--- src/design/sacc_pkg.sv ---
// constants, register map and state type of the converter control block
// Summary of operation
// - converter powered only while enable set
// - only selected input reaches sample stage
// - software start begins one conversion
// - completion clears busy, sets flag, interrupts
// - upper 8 bits high, lower 4 low
// - result code scales linearly, full scale 4095
// - hardware trigger from PWM or start pin
// - hardware start also sets busy bit
// - start pin taken from one of two
// - triggers qualified by source and type fields
// - programmable delay before triggered conversion
// - starts while busy silently discarded
// - comparator checks result against 12-bit constant
// - comparison updated only at completion
// - compare output sense set by polarity
// - compare event asserts PWM fault brake
// - brake events set flag; software clears
// - brake interrupt separate with own enable
// - no new start while done flag set
// - source codes pick PWM0, PWM2, PWM4, pin
// - channel codes 0-7 inputs, 8 band-gap
package sacc_pkg;
	localparam int ADDR_W = 6;
	localparam int RES_W  = 12;
	localparam int DLY_W  = 8;
	localparam int NSEL   = 9;
	localparam logic [ADDR_W-1:0] OFS_CON0   = 6'h00;
	localparam logic [ADDR_W-1:0] OFS_CON1   = 6'h04;
	localparam logic [ADDR_W-1:0] OFS_CON2   = 6'h08;
	localparam logic [ADDR_W-1:0] OFS_RES_H  = 6'h0c;
	localparam logic [ADDR_W-1:0] OFS_RES_L  = 6'h10;
	localparam logic [ADDR_W-1:0] OFS_CMP_H  = 6'h14;
	localparam logic [ADDR_W-1:0] OFS_CMP_L  = 6'h18;
	localparam logic [ADDR_W-1:0] OFS_BRAKE  = 6'h1c;
	localparam logic [ADDR_W-1:0] OFS_IRQEN  = 6'h20;
	localparam logic [ADDR_W-1:0] OFS_DELAY  = 6'h24;
	localparam logic [ADDR_W-1:0] OFS_AINDIS = 6'h28;
	// conv_control_zero
	localparam int B_DONE = 7;
	localparam int B_BUSY = 6;
	localparam int B_SRC  = 4;
	localparam int B_CHAN = 0;
	// conv_control_one
	localparam int B_PINSEL = 6;
	localparam int B_TYPE   = 2;
	localparam int B_HWTRIG = 1;
	localparam int B_ENABLE = 0;
	// conv_control_two
	localparam int B_BRKEN = 7;
	localparam int B_POL   = 6;
	localparam int B_CMPEN = 5;
	localparam int B_CMPO  = 4;
	// brake flag register and irq enables
	localparam int B_FBF   = 7;
	localparam int B_CIRQ  = 0;
	localparam int B_FBIRQ = 1;
	localparam logic [7:0] RST_BYTE = 8'h00;
	localparam logic [1:0] SRC_PWM0 = 2'h0;
	localparam logic [1:0] SRC_PWM2 = 2'h1;
	localparam logic [1:0] SRC_PWM4 = 2'h2;
	localparam logic [1:0] SRC_PIN  = 2'h3;
	localparam logic [1:0] TYP_FALL = 2'h0;
	localparam logic [1:0] TYP_RISE = 2'h1;
	localparam logic [1:0] TYP_CENT = 2'h2;
	localparam logic [1:0] TYP_END  = 2'h3;
	localparam logic [3:0] CHAN_BG  = 4'h8;
	typedef enum logic [1:0] {ST_IDLE, ST_DELAY, ST_CONV} sacc_state_type;
endpackage : sacc_pkg

--- src/design/sacc_top.sv ---
// converter control: registers, triggers, sequencing, result and comparator
`timescale 1ns/1ns
`default_nettype none
module sacc_top (
	// clock and reset
	input  wire logic        REF_CLK,
	input  wire logic        RESET,
	// avalon-mm slave
	input  wire logic [5:0]  AVS_ADDRESS,
	input  wire logic        AVS_READ,
	input  wire logic        AVS_WRITE,
	input  wire logic [3:0]  AVS_BYTEENABLE,
	input  wire logic [31:0] AVS_WRITEDATA,
	output logic      [31:0] AVS_READDATA,
	output logic             AVS_WAITREQUEST,
	// analog core
	output logic             CONV_POWER,
	output logic [8:0]       ANALOG_SEL,
	output logic [7:0]       DIGITAL_IN_DISABLE,
	output logic             CONV_START,
	input  wire logic        CONV_DONE,
	input  wire logic [11:0] CONV_DATA,
	// pwm generator
	input  wire logic [5:0]  PWM_OUT,
	input  wire logic        PWM_CENTER,
	input  wire logic        PWM_PERIOD_END,
	input  wire logic        BRAKE_EVENT,
	output logic             COMPARE_BRAKE,
	// external start pins
	input  wire logic        START_PIN_A,
	input  wire logic        START_PIN_B,
	// interrupt requests
	output logic             CONV_IRQ,
	output logic             FBRAKE_IRQ
);
	sacc_pkg::sacc_state_type state;
	logic [7:0]  con0;
	logic [7:0]  con1;
	logic [7:0]  con2;
	logic [7:0]  cmp_h;
	logic [7:0]  cmp_l;
	logic [7:0]  irq_en;
	logic [7:0]  dly;
	logic [7:0]  aindis;
	logic [7:0]  result_high_byte;
	logic [3:0]  result_low_nibble;
	logic        conv_done_flag;
	logic        compare_output;
	logic        fault_brake_flag;
	logic [7:0]  cnt;
	logic [1:0]  pin_s1;
	logic [1:0]  pin_s2;
	logic        trig_prev;

	// bus decode
	wire        req       = AVS_READ | AVS_WRITE;
	wire        wr        = AVS_WRITE & ~AVS_WAITREQUEST & AVS_BYTEENABLE[0];
	wire [7:0]  wd        = AVS_WRITEDATA[7:0];
	wire        wr_con0   = wr & (AVS_ADDRESS == sacc_pkg::OFS_CON0);
	wire        wr_con1   = wr & (AVS_ADDRESS == sacc_pkg::OFS_CON1);
	wire        wr_con2   = wr & (AVS_ADDRESS == sacc_pkg::OFS_CON2);
	wire        wr_cmp_h  = wr & (AVS_ADDRESS == sacc_pkg::OFS_CMP_H);
	wire        wr_cmp_l  = wr & (AVS_ADDRESS == sacc_pkg::OFS_CMP_L);
	wire        wr_brake  = wr & (AVS_ADDRESS == sacc_pkg::OFS_BRAKE);
	wire        wr_irqen  = wr & (AVS_ADDRESS == sacc_pkg::OFS_IRQEN);
	wire        wr_delay  = wr & (AVS_ADDRESS == sacc_pkg::OFS_DELAY);
	wire        wr_aindis = wr & (AVS_ADDRESS == sacc_pkg::OFS_AINDIS);

	// control fields
	wire        converter_enable      = con1[sacc_pkg::B_ENABLE];
	wire        hw_trigger_enable     = con1[sacc_pkg::B_HWTRIG];
	wire        start_pin_select      = con1[sacc_pkg::B_PINSEL];
	wire [1:0]  trigger_type_select   = con1[sacc_pkg::B_TYPE +: 2];
	wire [1:0]  trigger_source_select = con0[sacc_pkg::B_SRC +: 2];
	wire [3:0]  channel_select        = con0[sacc_pkg::B_CHAN +: 4];
	wire        comparator_enable     = con2[sacc_pkg::B_CMPEN];
	wire        compare_polarity      = con2[sacc_pkg::B_POL];
	wire        compare_brake_enable  = con2[sacc_pkg::B_BRKEN];
	wire        conv_start_busy       = (state == sacc_pkg::ST_CONV);

	// trigger selection
	wire        external_start_pin = start_pin_select ? pin_s2[1] : pin_s2[0];
	wire [2:0]  pwm_idx   = {trigger_source_select, 1'b0};
	wire        trig_lvl  = (trigger_source_select == sacc_pkg::SRC_PIN) ?
		external_start_pin : PWM_OUT[pwm_idx];
	wire        rise      = trig_lvl & ~trig_prev;
	wire        fall      = ~trig_lvl & trig_prev;
	wire        is_pwm    = (trigger_source_select != sacc_pkg::SRC_PIN);
	wire        trig_hit  = hw_trigger_enable & (
		((trigger_type_select == sacc_pkg::TYP_FALL) & fall) |
		((trigger_type_select == sacc_pkg::TYP_RISE) & rise) |
		((trigger_type_select == sacc_pkg::TYP_CENT) & is_pwm & PWM_CENTER) |
		((trigger_type_select == sacc_pkg::TYP_END) & is_pwm & PWM_PERIOD_END));

	// start sequencing
	wire        sw_req    = wr_con0 & wd[sacc_pkg::B_BUSY];
	wire        start_ok  = converter_enable & ~conv_done_flag;
	wire        idle      = (state == sacc_pkg::ST_IDLE);
	wire        dly_zero  = (dly == sacc_pkg::RST_BYTE);
	wire        dly_last  = (state == sacc_pkg::ST_DELAY) & (cnt == 8'h01);
	wire        start_now = start_ok & ((idle & (sw_req | (trig_hit & dly_zero))) | dly_last);
	wire        go_delay  = start_ok & idle & ~sw_req & trig_hit & ~dly_zero;
	wire        done_evt  = conv_start_busy & CONV_DONE;
	wire        hw_ready  = hw_trigger_enable & idle & start_ok & dly_zero & ~sw_req;
	// a channel written together with a start must already reach the core with that start
	wire [3:0]  sel_code  = wr_con0 ? wd[sacc_pkg::B_CHAN +: 4] : channel_select;

	// comparator
	wire [11:0] cmp_const = {cmp_h, cmp_l[3:0]};
	wire        cmp_ge    = (CONV_DATA >= cmp_const);
	wire        next_cmpo = cmp_ge ^ compare_polarity;
	wire        cmp_evt   = done_evt & comparator_enable & compare_brake_enable & next_cmpo & ~compare_output;

	// flags: a set in the same cycle as a clear wins
	wire        next_done = done_evt | (conv_done_flag & ~(wr_con0 & ~wd[sacc_pkg::B_DONE]));
	wire        brk_evt   = BRAKE_EVENT | cmp_evt;
	wire        next_fbf  = brk_evt | (fault_brake_flag & ~(wr_brake & ~wd[sacc_pkg::B_FBF]));

	// read mux
	wire [7:0]  rd_con0 = {conv_done_flag, conv_start_busy, con0[5:0]};
	wire [7:0]  rd_con2 = {con2[7:5], compare_output, 4'h0};
	wire [7:0]  rd_byte =
		(AVS_ADDRESS == sacc_pkg::OFS_CON0)   ? rd_con0 :
		(AVS_ADDRESS == sacc_pkg::OFS_CON1)   ? con1 :
		(AVS_ADDRESS == sacc_pkg::OFS_CON2)   ? rd_con2 :
		(AVS_ADDRESS == sacc_pkg::OFS_RES_H)  ? result_high_byte :
		(AVS_ADDRESS == sacc_pkg::OFS_RES_L)  ? {4'h0, result_low_nibble} :
		(AVS_ADDRESS == sacc_pkg::OFS_CMP_H)  ? cmp_h :
		(AVS_ADDRESS == sacc_pkg::OFS_CMP_L)  ? cmp_l :
		(AVS_ADDRESS == sacc_pkg::OFS_BRAKE)  ? {fault_brake_flag, 7'h00} :
		(AVS_ADDRESS == sacc_pkg::OFS_IRQEN)  ? irq_en :
		(AVS_ADDRESS == sacc_pkg::OFS_DELAY)  ? dly :
		(AVS_ADDRESS == sacc_pkg::OFS_AINDIS) ? aindis : sacc_pkg::RST_BYTE;

	// input selection, nothing connected when disabled or reserved
	logic [8:0] next_sel;
	genvar gi;
	generate
		for (gi = 0; gi < sacc_pkg::NSEL; gi++) begin : g_sel
			assign next_sel[gi] = converter_enable & (sel_code == 4'(gi));
		end
	endgenerate

	// bus answer: one wait cycle, then one cycle with waitrequest low
	always_ff @(posedge REF_CLK) begin
		if (RESET) begin
			AVS_WAITREQUEST <= 1'b1;
			AVS_READDATA    <= 32'h0;
		end else begin
			AVS_WAITREQUEST <= ~(req & AVS_WAITREQUEST);
			AVS_READDATA    <= {24'h0, rd_byte};
		end
	end

	// software-written registers
	always_ff @(posedge REF_CLK) begin
		if (RESET) begin
			con0   <= sacc_pkg::RST_BYTE;
			con1   <= sacc_pkg::RST_BYTE;
			con2   <= sacc_pkg::RST_BYTE;
			cmp_h  <= sacc_pkg::RST_BYTE;
			cmp_l  <= sacc_pkg::RST_BYTE;
			irq_en <= sacc_pkg::RST_BYTE;
			dly    <= sacc_pkg::RST_BYTE;
			aindis <= sacc_pkg::RST_BYTE;
		end else begin
			if (wr_con0)   con0   <= {2'h0, wd[5:0]};
			if (wr_con1)   con1   <= {1'b0, wd[6], 2'h0, wd[3:0]};
			if (wr_con2)   con2   <= {wd[7:5], 5'h00};
			if (wr_cmp_h)  cmp_h  <= wd;
			if (wr_cmp_l)  cmp_l  <= {4'h0, wd[3:0]};
			if (wr_irqen)  irq_en <= {6'h00, wd[1:0]};
			if (wr_delay)  dly    <= wd;
			if (wr_aindis) aindis <= wd;
		end
	end

	// start pin synchronisers and edge history
	always_ff @(posedge REF_CLK) begin
		if (RESET) begin
			pin_s1    <= 2'h0;
			pin_s2    <= 2'h0;
			trig_prev <= 1'b0;
		end else begin
			pin_s1    <= {START_PIN_B, START_PIN_A};
			pin_s2    <= pin_s1;
			trig_prev <= trig_lvl;
		end
	end

	// conversion sequencer
	always_ff @(posedge REF_CLK) begin
		if (RESET) begin
			state <= sacc_pkg::ST_IDLE;
			cnt   <= sacc_pkg::RST_BYTE;
		end else begin
			unique case (state)
				sacc_pkg::ST_IDLE: begin
					if (start_now) state <= sacc_pkg::ST_CONV;
					else if (go_delay) state <= sacc_pkg::ST_DELAY;
					cnt <= dly;
				end
				sacc_pkg::ST_DELAY: begin
					cnt <= cnt - 8'h01;
					if (!converter_enable) state <= sacc_pkg::ST_IDLE;
					else if (dly_last) state <= start_now ? sacc_pkg::ST_CONV : sacc_pkg::ST_IDLE;
				end
				sacc_pkg::ST_CONV: begin
					if (!converter_enable || CONV_DONE) state <= sacc_pkg::ST_IDLE;
				end
			endcase
		end
	end

	// result, comparator and flags
	always_ff @(posedge REF_CLK) begin
		if (RESET) begin
			result_high_byte  <= sacc_pkg::RST_BYTE;
			result_low_nibble <= 4'h0;
			compare_output    <= 1'b0;
			conv_done_flag    <= 1'b0;
			fault_brake_flag  <= 1'b0;
		end else begin
			if (done_evt) begin
				result_high_byte  <= CONV_DATA[11:4];
				result_low_nibble <= CONV_DATA[3:0];
			end
			if (done_evt && comparator_enable) compare_output <= next_cmpo;
			conv_done_flag   <= next_done;
			fault_brake_flag <= next_fbf;
		end
	end

	// outputs
	always_ff @(posedge REF_CLK) begin
		if (RESET) begin
			CONV_POWER         <= 1'b0;
			ANALOG_SEL         <= 9'h000;
			DIGITAL_IN_DISABLE <= 8'h00;
			CONV_START         <= 1'b0;
			COMPARE_BRAKE      <= 1'b0;
			CONV_IRQ           <= 1'b0;
			FBRAKE_IRQ         <= 1'b0;
		end else begin
			CONV_POWER         <= converter_enable;
			ANALOG_SEL         <= next_sel;
			DIGITAL_IN_DISABLE <= aindis;
			CONV_START         <= start_now;
			COMPARE_BRAKE      <= cmp_evt;
			CONV_IRQ           <= next_done & irq_en[sacc_pkg::B_CIRQ];
			FBRAKE_IRQ         <= next_fbf & irq_en[sacc_pkg::B_FBIRQ];
		end
	end
endmodule : sacc_top
`default_nettype wire

--- config.mk ---
export PLATFORM = sky130hd
export DESIGN_NAME = sacc_top
export DESIGN_NICKNAME = d
export VERILOG_FILES = /design/src/design/sacc_pkg.sv /design/src/design/sacc_top.sv
export SDC_FILE = /design/constraint.sdc
export NUM_CORES = 1
export LEC_CHECK = 0
export ABC_AREA = 0
export BUFFER_PORTS_ARGS = -buffer_cell sky130_fd_sc_hd__buf_2
export CORE_ASPECT_RATIO = 1.25
export CORE_MARGIN = 4
export CORE_UTILIZATION = 32
export CTS_CLUSTER_DIAMETER = 60
export DETAILED_ROUTE_END_ITERATION = 10
export PLACE_DENSITY = 0.6
export RECOVER_POWER = 100
export SLEW_MARGIN = 20
export SYNTH_ARGS = -nofsm -noshare
export SYNTH_HDL_FRONTEND = slang
export SYNTH_SLANG_ARGS = --single-unit
--- constraint.sdc ---
create_clock -name REF_CLK -period 3 [get_ports REF_CLK]
set_input_delay 0.75 -clock REF_CLK [delete_from_list [all_inputs] [get_ports REF_CLK]]
set_output_delay 0.75 -clock REF_CLK [all_outputs]
set_load 0.005 [all_outputs]
==> Yosys cells after proc, flatten, opt, wreduce, memory -nomap -nowiden <==
Index checks and enable logic that the tools add are counted.
{ "totals": {"reg_bits": 129, "input_bits": 70, "output_inout_bits": 55} }
{ "op_classes": {"n_addsub": 1, "order_cmp": 2, "eq_ne": 29, "n_mux": 24, "n_bitwise": 72, "n_reduce_logical": 10} }
{ "op_table": {"columns": ["cell", "count"], "rows": [
  ["8-bit two-way mux", 11],
  ["1-bit AND", 51],
  ["6-bit by 5-bit equality test with 1-bit output, second input constant", 4],
  ["6-bit equality test, second input constant", 3],
  ["4-bit by 3-bit equality test with 1-bit output, second input constant", 4],
  ["8-bit one-hot mux with 2 select lines", 1],
  ["6-bit by 4-bit equality test with 1-bit output, second input constant", 2],
  ["12-bit >= comparator", 1],
  ["2-bit two-way mux", 6],
  ["1-bit NOT", 11],
  ["1-bit bitwise OR", 9],
  ["2-bit equality test, second input constant", 4],
  ["4-bit by 2-bit equality test with 1-bit output, second input constant", 2],
  ["8-bit by 1-bit equality test with 1-bit output, second input constant", 1],
  ["8-bit zero test", 1],
  ["8-bit by 1-bit subtractor with 8-bit output, second input constant", 1],
  ["6-bit by 3-bit equality test with 1-bit output, second input constant", 1],
  ["6-bit zero test", 1],
  ["2-bit one-hot mux with 3 select lines", 1],
  ["2-bit by 1-bit equality test with 1-bit output, second input constant", 2],
  ["4-bit by 1-bit equality test with 1-bit output, second input constant", 1],
  ["4-bit equality test, second input constant", 1],
  ["2-bit zero test", 2],
  ["4-bit zero test", 1],
  ["other kinds (14)", 16]
]} }

==> Longest topological paths before layout <==
{ "depth": {"word_depth": 19, "ltp_mapped": 9, "ltp_nobuf": 9} }

==> Worst setup path before layout <==
No wires, ideal clock.
{ "synth_path": {"path_kind": "input-to-reg", "from": "input port AVS_ADDRESS[3]", "to": "register state[1]", "setup_time_ns": 0.116, "arrival_ns": 2.209, "t_required_ns": 2.884, "setup_slack_ns": 0.675, "path_stages": 9, "path_cell_list": "buf_2 -> nor2_1 -> and3_1 -> buf_2 -> nand3_1 -> nand2_1 -> a22o_1 -> a21oi_2 -> a31o_1"} }
{ "synth_via": {"elab_chain_cells": 11, "word_cells_on_any_way": 18, "classes_between": "eq/ne: 1; mux: 5; bitwise: 10; reduce/logical: 2"} }
{ "synth_rtl": {"columns": ["item", "line", "rtl"], "rows": [
  ["start, declared", "sacc_top.sv:9", "input wire logic [5:0] AVS_ADDRESS,"],
  ["6-bit zero test (*)", "sacc_top.sv:59", "wire wr_con0 = wr & (AVS_ADDRESS == sacc_pkg::OFS_CON0);"],
  ["1-bit AND (*)", "sacc_top.sv:59", null],
  ["1-bit AND (*)", "sacc_top.sv:96", "wire sw_req = wr_con0 & wd[sacc_pkg::B_BUSY];"],
  ["1-bit bitwise OR", "sacc_top.sv:101", "wire start_now = start_ok & ((idle & (sw_req | (trig_hit & dly_zero))) | dly_last);"],
  ["1-bit AND", "sacc_top.sv:101", null],
  ["1-bit bitwise OR", "sacc_top.sv:101", null],
  ["1-bit AND", "sacc_top.sv:101", null],
  ["2-bit two-way mux (2 in a row)", "sacc_top.sv:206", "else if (dly_last) state <= start_now ? sacc_pkg::ST_CONV : sacc_pkg::ST_IDLE;"],
  ["2-bit two-way mux", "sacc_top.sv:205", "if (!converter_enable) state <= sacc_pkg::ST_IDLE;"],
  ["2-bit one-hot mux with 3 select lines", "sacc_top.sv:197", "unique case (state)"],
  ["end signal, assigned", "sacc_top.sv:199", "if (start_now) state <= sacc_pkg::ST_CONV;"],
  ["end signal, assigned", "sacc_top.sv:205", null],
  ["end signal, assigned", "sacc_top.sv:206", null],
  ["end, declared", "sacc_top.sv:36", "sacc_pkg::sacc_state_type state;"]
]} }
Every way passes the cells marked *; elsewhere a longest branch is shown, timed or not. The select of a mux whose other input is x is not followed.
A chain may end at the register's enable or synchronous reset.

==> Worst setup path after layout <==
{ "layout_path": {"from": "input port AVS_ADDRESS[3]", "to": "register state[0]"} }
{ "layout_via": {"elab_chain_cells": 9, "word_cells_on_any_way": 15, "classes_between": "eq/ne: 1; mux: 2; bitwise: 10; reduce/logical: 2"} }
{ "layout_rtl": {"columns": ["item", "line", "rtl"], "rows": [
  ["6-bit zero test (*)", "sacc_top.sv:59", null],
  ["1-bit AND (*)", "sacc_top.sv:59", null],
  ["1-bit AND (*)", "sacc_top.sv:96", null],
  ["1-bit bitwise OR or 1-bit NOT (tied branches)", null, null],
  ["1-bit AND (on tied branches)", "sacc_top.sv:101, sacc_top.sv:102", null],
  ["1-bit bitwise OR or 1-bit AND (tied branches)", "sacc_top.sv:101, sacc_top.sv:102", null],
  ["1-bit AND (on tied branches)", "sacc_top.sv:101, sacc_top.sv:102", null],
  ["3-bit by 1-bit inequality test with 1-bit output (no source line) or 2-bit two-way mux (tied branches)", null, null],
  ["3-bit AND reduction (no source line) or 2-bit one-hot mux with 3 select lines (tied branches)", null, null],
  ["end signal, assigned", "sacc_top.sv:194", "state <= sacc_pkg::ST_IDLE;"],
  ["end signal, assigned", "sacc_top.sv:199", null],
  ["end signal, assigned", "sacc_top.sv:200", "else if (go_delay) state <= sacc_pkg::ST_DELAY;"]
]} }
Every way passes the cells marked *; elsewhere a longest branch is shown, timed or not.

==> results_dict.tcl <==
set metrics [dict create \
    min_path_cells 1 \
    drive_gt1_share_pct 12.1 \
    dr.pass1.iters 5 \
    arrival_ns 2.80 \
    required_ns 3.23 \
    routedWlPerCell_microns 15.5 \
    stdcell_count 905 \
    post_cts_buffers 0 \
    seqCellArea_sq_um 2100 \
    die_height_microns 149 \
    worstHoldStart "AVS_WAITREQUEST" \
    cts_hold_buf 0 \
    synthesis.area_sq_um 5060 \
    synth.area.top_cells "dfxtp_1 42%, nand2_1 7.3%, a21oi_1 7.1%, mux2i_1 5.3%, nor2_1 4.7%" \
    numCtsBuffers 9 \
    yosysMostFrequentCell "dfxtp_1" \
    max_cap_violations 0 \
    ys_seq_area_share_pct 41.5 \
    critical_path_class "primary input to flip-flop" \
    cts-htree-levels 3 \
    clkSinkCount 105 \
    finalSetupTns_ns 0 \
    ioPinCount 125 \
    ys_types 59 \
    dp_cells 891 \
    critPathMaxFanout 12 \
    drc 0 \
    r2r-end "state[1]" \
    peakVddDrop_v 0.000222 \
    cts_resized 0 \
    tritoncts "built" \
    grt_pass1_vias 4323 \
    ys.flop_type "dfxtp_1" \
    finalSetupViolations 0 \
    die_area_sq_um 17900 \
    synthCells 632 \
    skew_ns 0.00854 \
    root_buffer "clkbuf_16" \
    ant_nets 0 \
    nets 777 \
    status "completed" \
    synth_top_area_cell "dfxtp_1" \
    yosysTopAreaCellShare_pct 41.5 \
    clk_pin_slew_ns 0.07 \
    syn_to_final_growth_pct 14.8 \
    initialDrtViolationCount 304 \
    fmax_mhz 390 \
    slew_violations 0 \
    antenna_cells 0 \
    rrSetupSlack_ns 0.67 \
    p_per_area_nw_per_um2 501 \
    grt_use_total_pct 15.8 \
    rr_startpoint "con1[6]" \
    tightest_slew_ns 1.24 \
    port_buffers 70 \
    grt-ovfl-total 0 \
    grt_max_degree 31 \
    synth-edff-count 0 \
    yosys-top-cells-count "105 x dfxtp_1, 99 x nand2_1, 72 x a21oi_1" \
    hpwl_microns 10600 \
    coreArea_sq_um 15600 \
    drt_wl_total_microns 14000 \
    start_util_pct 32.5 \
    yosysWarnings 0 \
    fin_crit_ns 2.57 \
    dpl-instance-area_sq_um 5550 \
    antenna_found_initial 0 \
    async_flop_share_pct 0 \
    fill_cells 1705 \
    min_path_type "flip-flop to flip-flop" \
    worstSetupEndpointType "flip-flop" \
    die_w_microns 121 \
    power_mw 2.91 \
    grt_pass1_wl_microns 22500 \
    p_leak_nw 2.28 \
    hold_violations 0 \
    gp_congestion 0.858 \
    relSlewSlack_pct 17.5 \
    avgSynthCellArea_sq_um 8.01 \
    post-route-cell-area_sq_um 5810 \
    rsz0062_at_grt "no" \
    worst-r2r-cell-count 7 \
    vias_per_cell 4.95 \
    start_kind "primary input" \
    post-route-period-util_pct 85.5 \
    clock_latency_ns 0.34 \
    multi_input_area_sq_um 2640 \
    cts_max_path_buffers 2 \
    yosys_register_bits 105 \
    min_to "AVS_WAITREQUEST" \
    vias 4480 \
    rows 51 \
]
==> layout make-up <==
class / count / share of cell area, %
Timing Repair Buffer: 83 / 7.00
Multi-Input combinational cell: 465 / 45.4
Clock inverter: 2 / 0.646
Clock buffer: 12 / 4.58
Inverter: 26 / 1.68
Tap cell: 212 / 4.56
Sequential cell: 105 / 36.2
==> sequential cells by signal, summed over array words and instances, names as in the netlist, 3 cells and up <==
| signal | count |
|---|---|
| con1 | 5 |
| cmp_h | 8 |
| dly | 8 |
| con2 | 3 |
| con0 | 6 |
| ANALOG_SEL | 9 |
| DIGITAL_IN_DISABLE | 8 |
| cnt | 8 |
| aindis | 8 |
| AVS_READDATA | 8 |
| cmp_l | 4 |
| result_high_byte | 8 |
| result_low_nibble | 4 |
==> worst max-delay path by stage <==
stage                   startpoint  cells past startpoint  slack [ns]    endpoint
floorplan           AVS_ADDRESS[3]                      9        0.68    state[1]
global placement      CONV_DATA[0]                     10        0.21  FBRAKE_IRQ
detailed placement    CONV_DATA[0]                     10        0.23  FBRAKE_IRQ
CTS                   CONV_DATA[0]                     10        0.56  FBRAKE_IRQ
global route                 RESET                      4        0.31  FBRAKE_IRQ
finish              AVS_ADDRESS[3]                      9        0.43    state[0]
==> logic make-up after synthesis <==
group,count (synthesis),share of synthesized area (%)
other,1,0.0741
AND/OR/NAND/NOR,246,22.2
XOR/XNOR,1,0.173
buffers and inverters,85,8.15
flip-flops,105,41.5
adder cells (fa/ha/maj),17,4.20
AO/OA/AOI/OAI,148,17.7
multiplexers,29,6.00
==> report_power, final <==
| part | leakage (nW) | switching, mW | internal [mW] | total, mW |
|---|---|---|---|---|
| combinational | 1.29 | 0.178 | 0.102 | 0.279 |
| sequential | 0.848 | 0.0158 | 1.41 | 1.43 |
| clock | 0.147 | 0.499 | 0.707 | 1.21 |
==> cells in the final DEF (no fill, tap or decap), types with 2 or more instances in the layout <==
cell       instances
a211oi_1           5
a21boi_0           2
a21o_1             5
a21oi_1           73
a221oi_1           4
a22o_1             3
a22oi_1            3
a311oi_1           4
a31oi_1            9
and2_0             3
and3_1             7
buf_1              2
buf_2             55
buf_4              7
clkbuf_1          19
clkbuf_16          9
clkbuf_8           3
clkinv_1           2
conb_1            24
dfxtp_1          105
ha_1              17
inv_1             24
mux2i_1           27
nand2_1           99
nand2b_1           4
nand3_1           13
nand4_1            2
nor2_1            64
nor2b_1           20
nor3_1            16
nor3b_1            5
nor4_1             2
nor4b_1            2
o211ai_1           2
o21ai_0           23
==> critical path, stage by stage <==
cell and delay [ns]:
clkbuf_1 0.36, clkbuf_1 0.38, nor2_1 0.13, and3_1 0.30
a221o_1 0.35, a21oi_2 0.10, a21o_2 0.14, a21oi_1 0.05
a32o_1 0.22
==> metal layers <==
| metal | GRT usage, % | wire length [microns] | vias to the layer above |
|---|---|---|---|
| met5 | 0 | 0 | - |
| met4 | 5.67 | 333 | 0 |
| met3 | 3.00 | 766 | 19 |
| met2 | 27.1 | 6750 | 142 |
| met1 | 19.8 | 6140 | 2084 |
| li1 | - | - | 2235 |
==> per-stage QoR <==
step | util (%) | hold WS (ns) | setup WS (ns)
2_1_floorplan | - | 0.410 | 0.675
3_3_place_gp | 35.7 | 0.406 | 0.208
3_5_place_dp | 35.7 | 0.414 | 0.225
4_1_cts | 37.6 | 0.427 | 0.557
5_1_grt | 37.3 | 0.447 | 0.306
6_report | 37.3 | 0.421 | 0.434
Power figures use the tool's default switching activity.
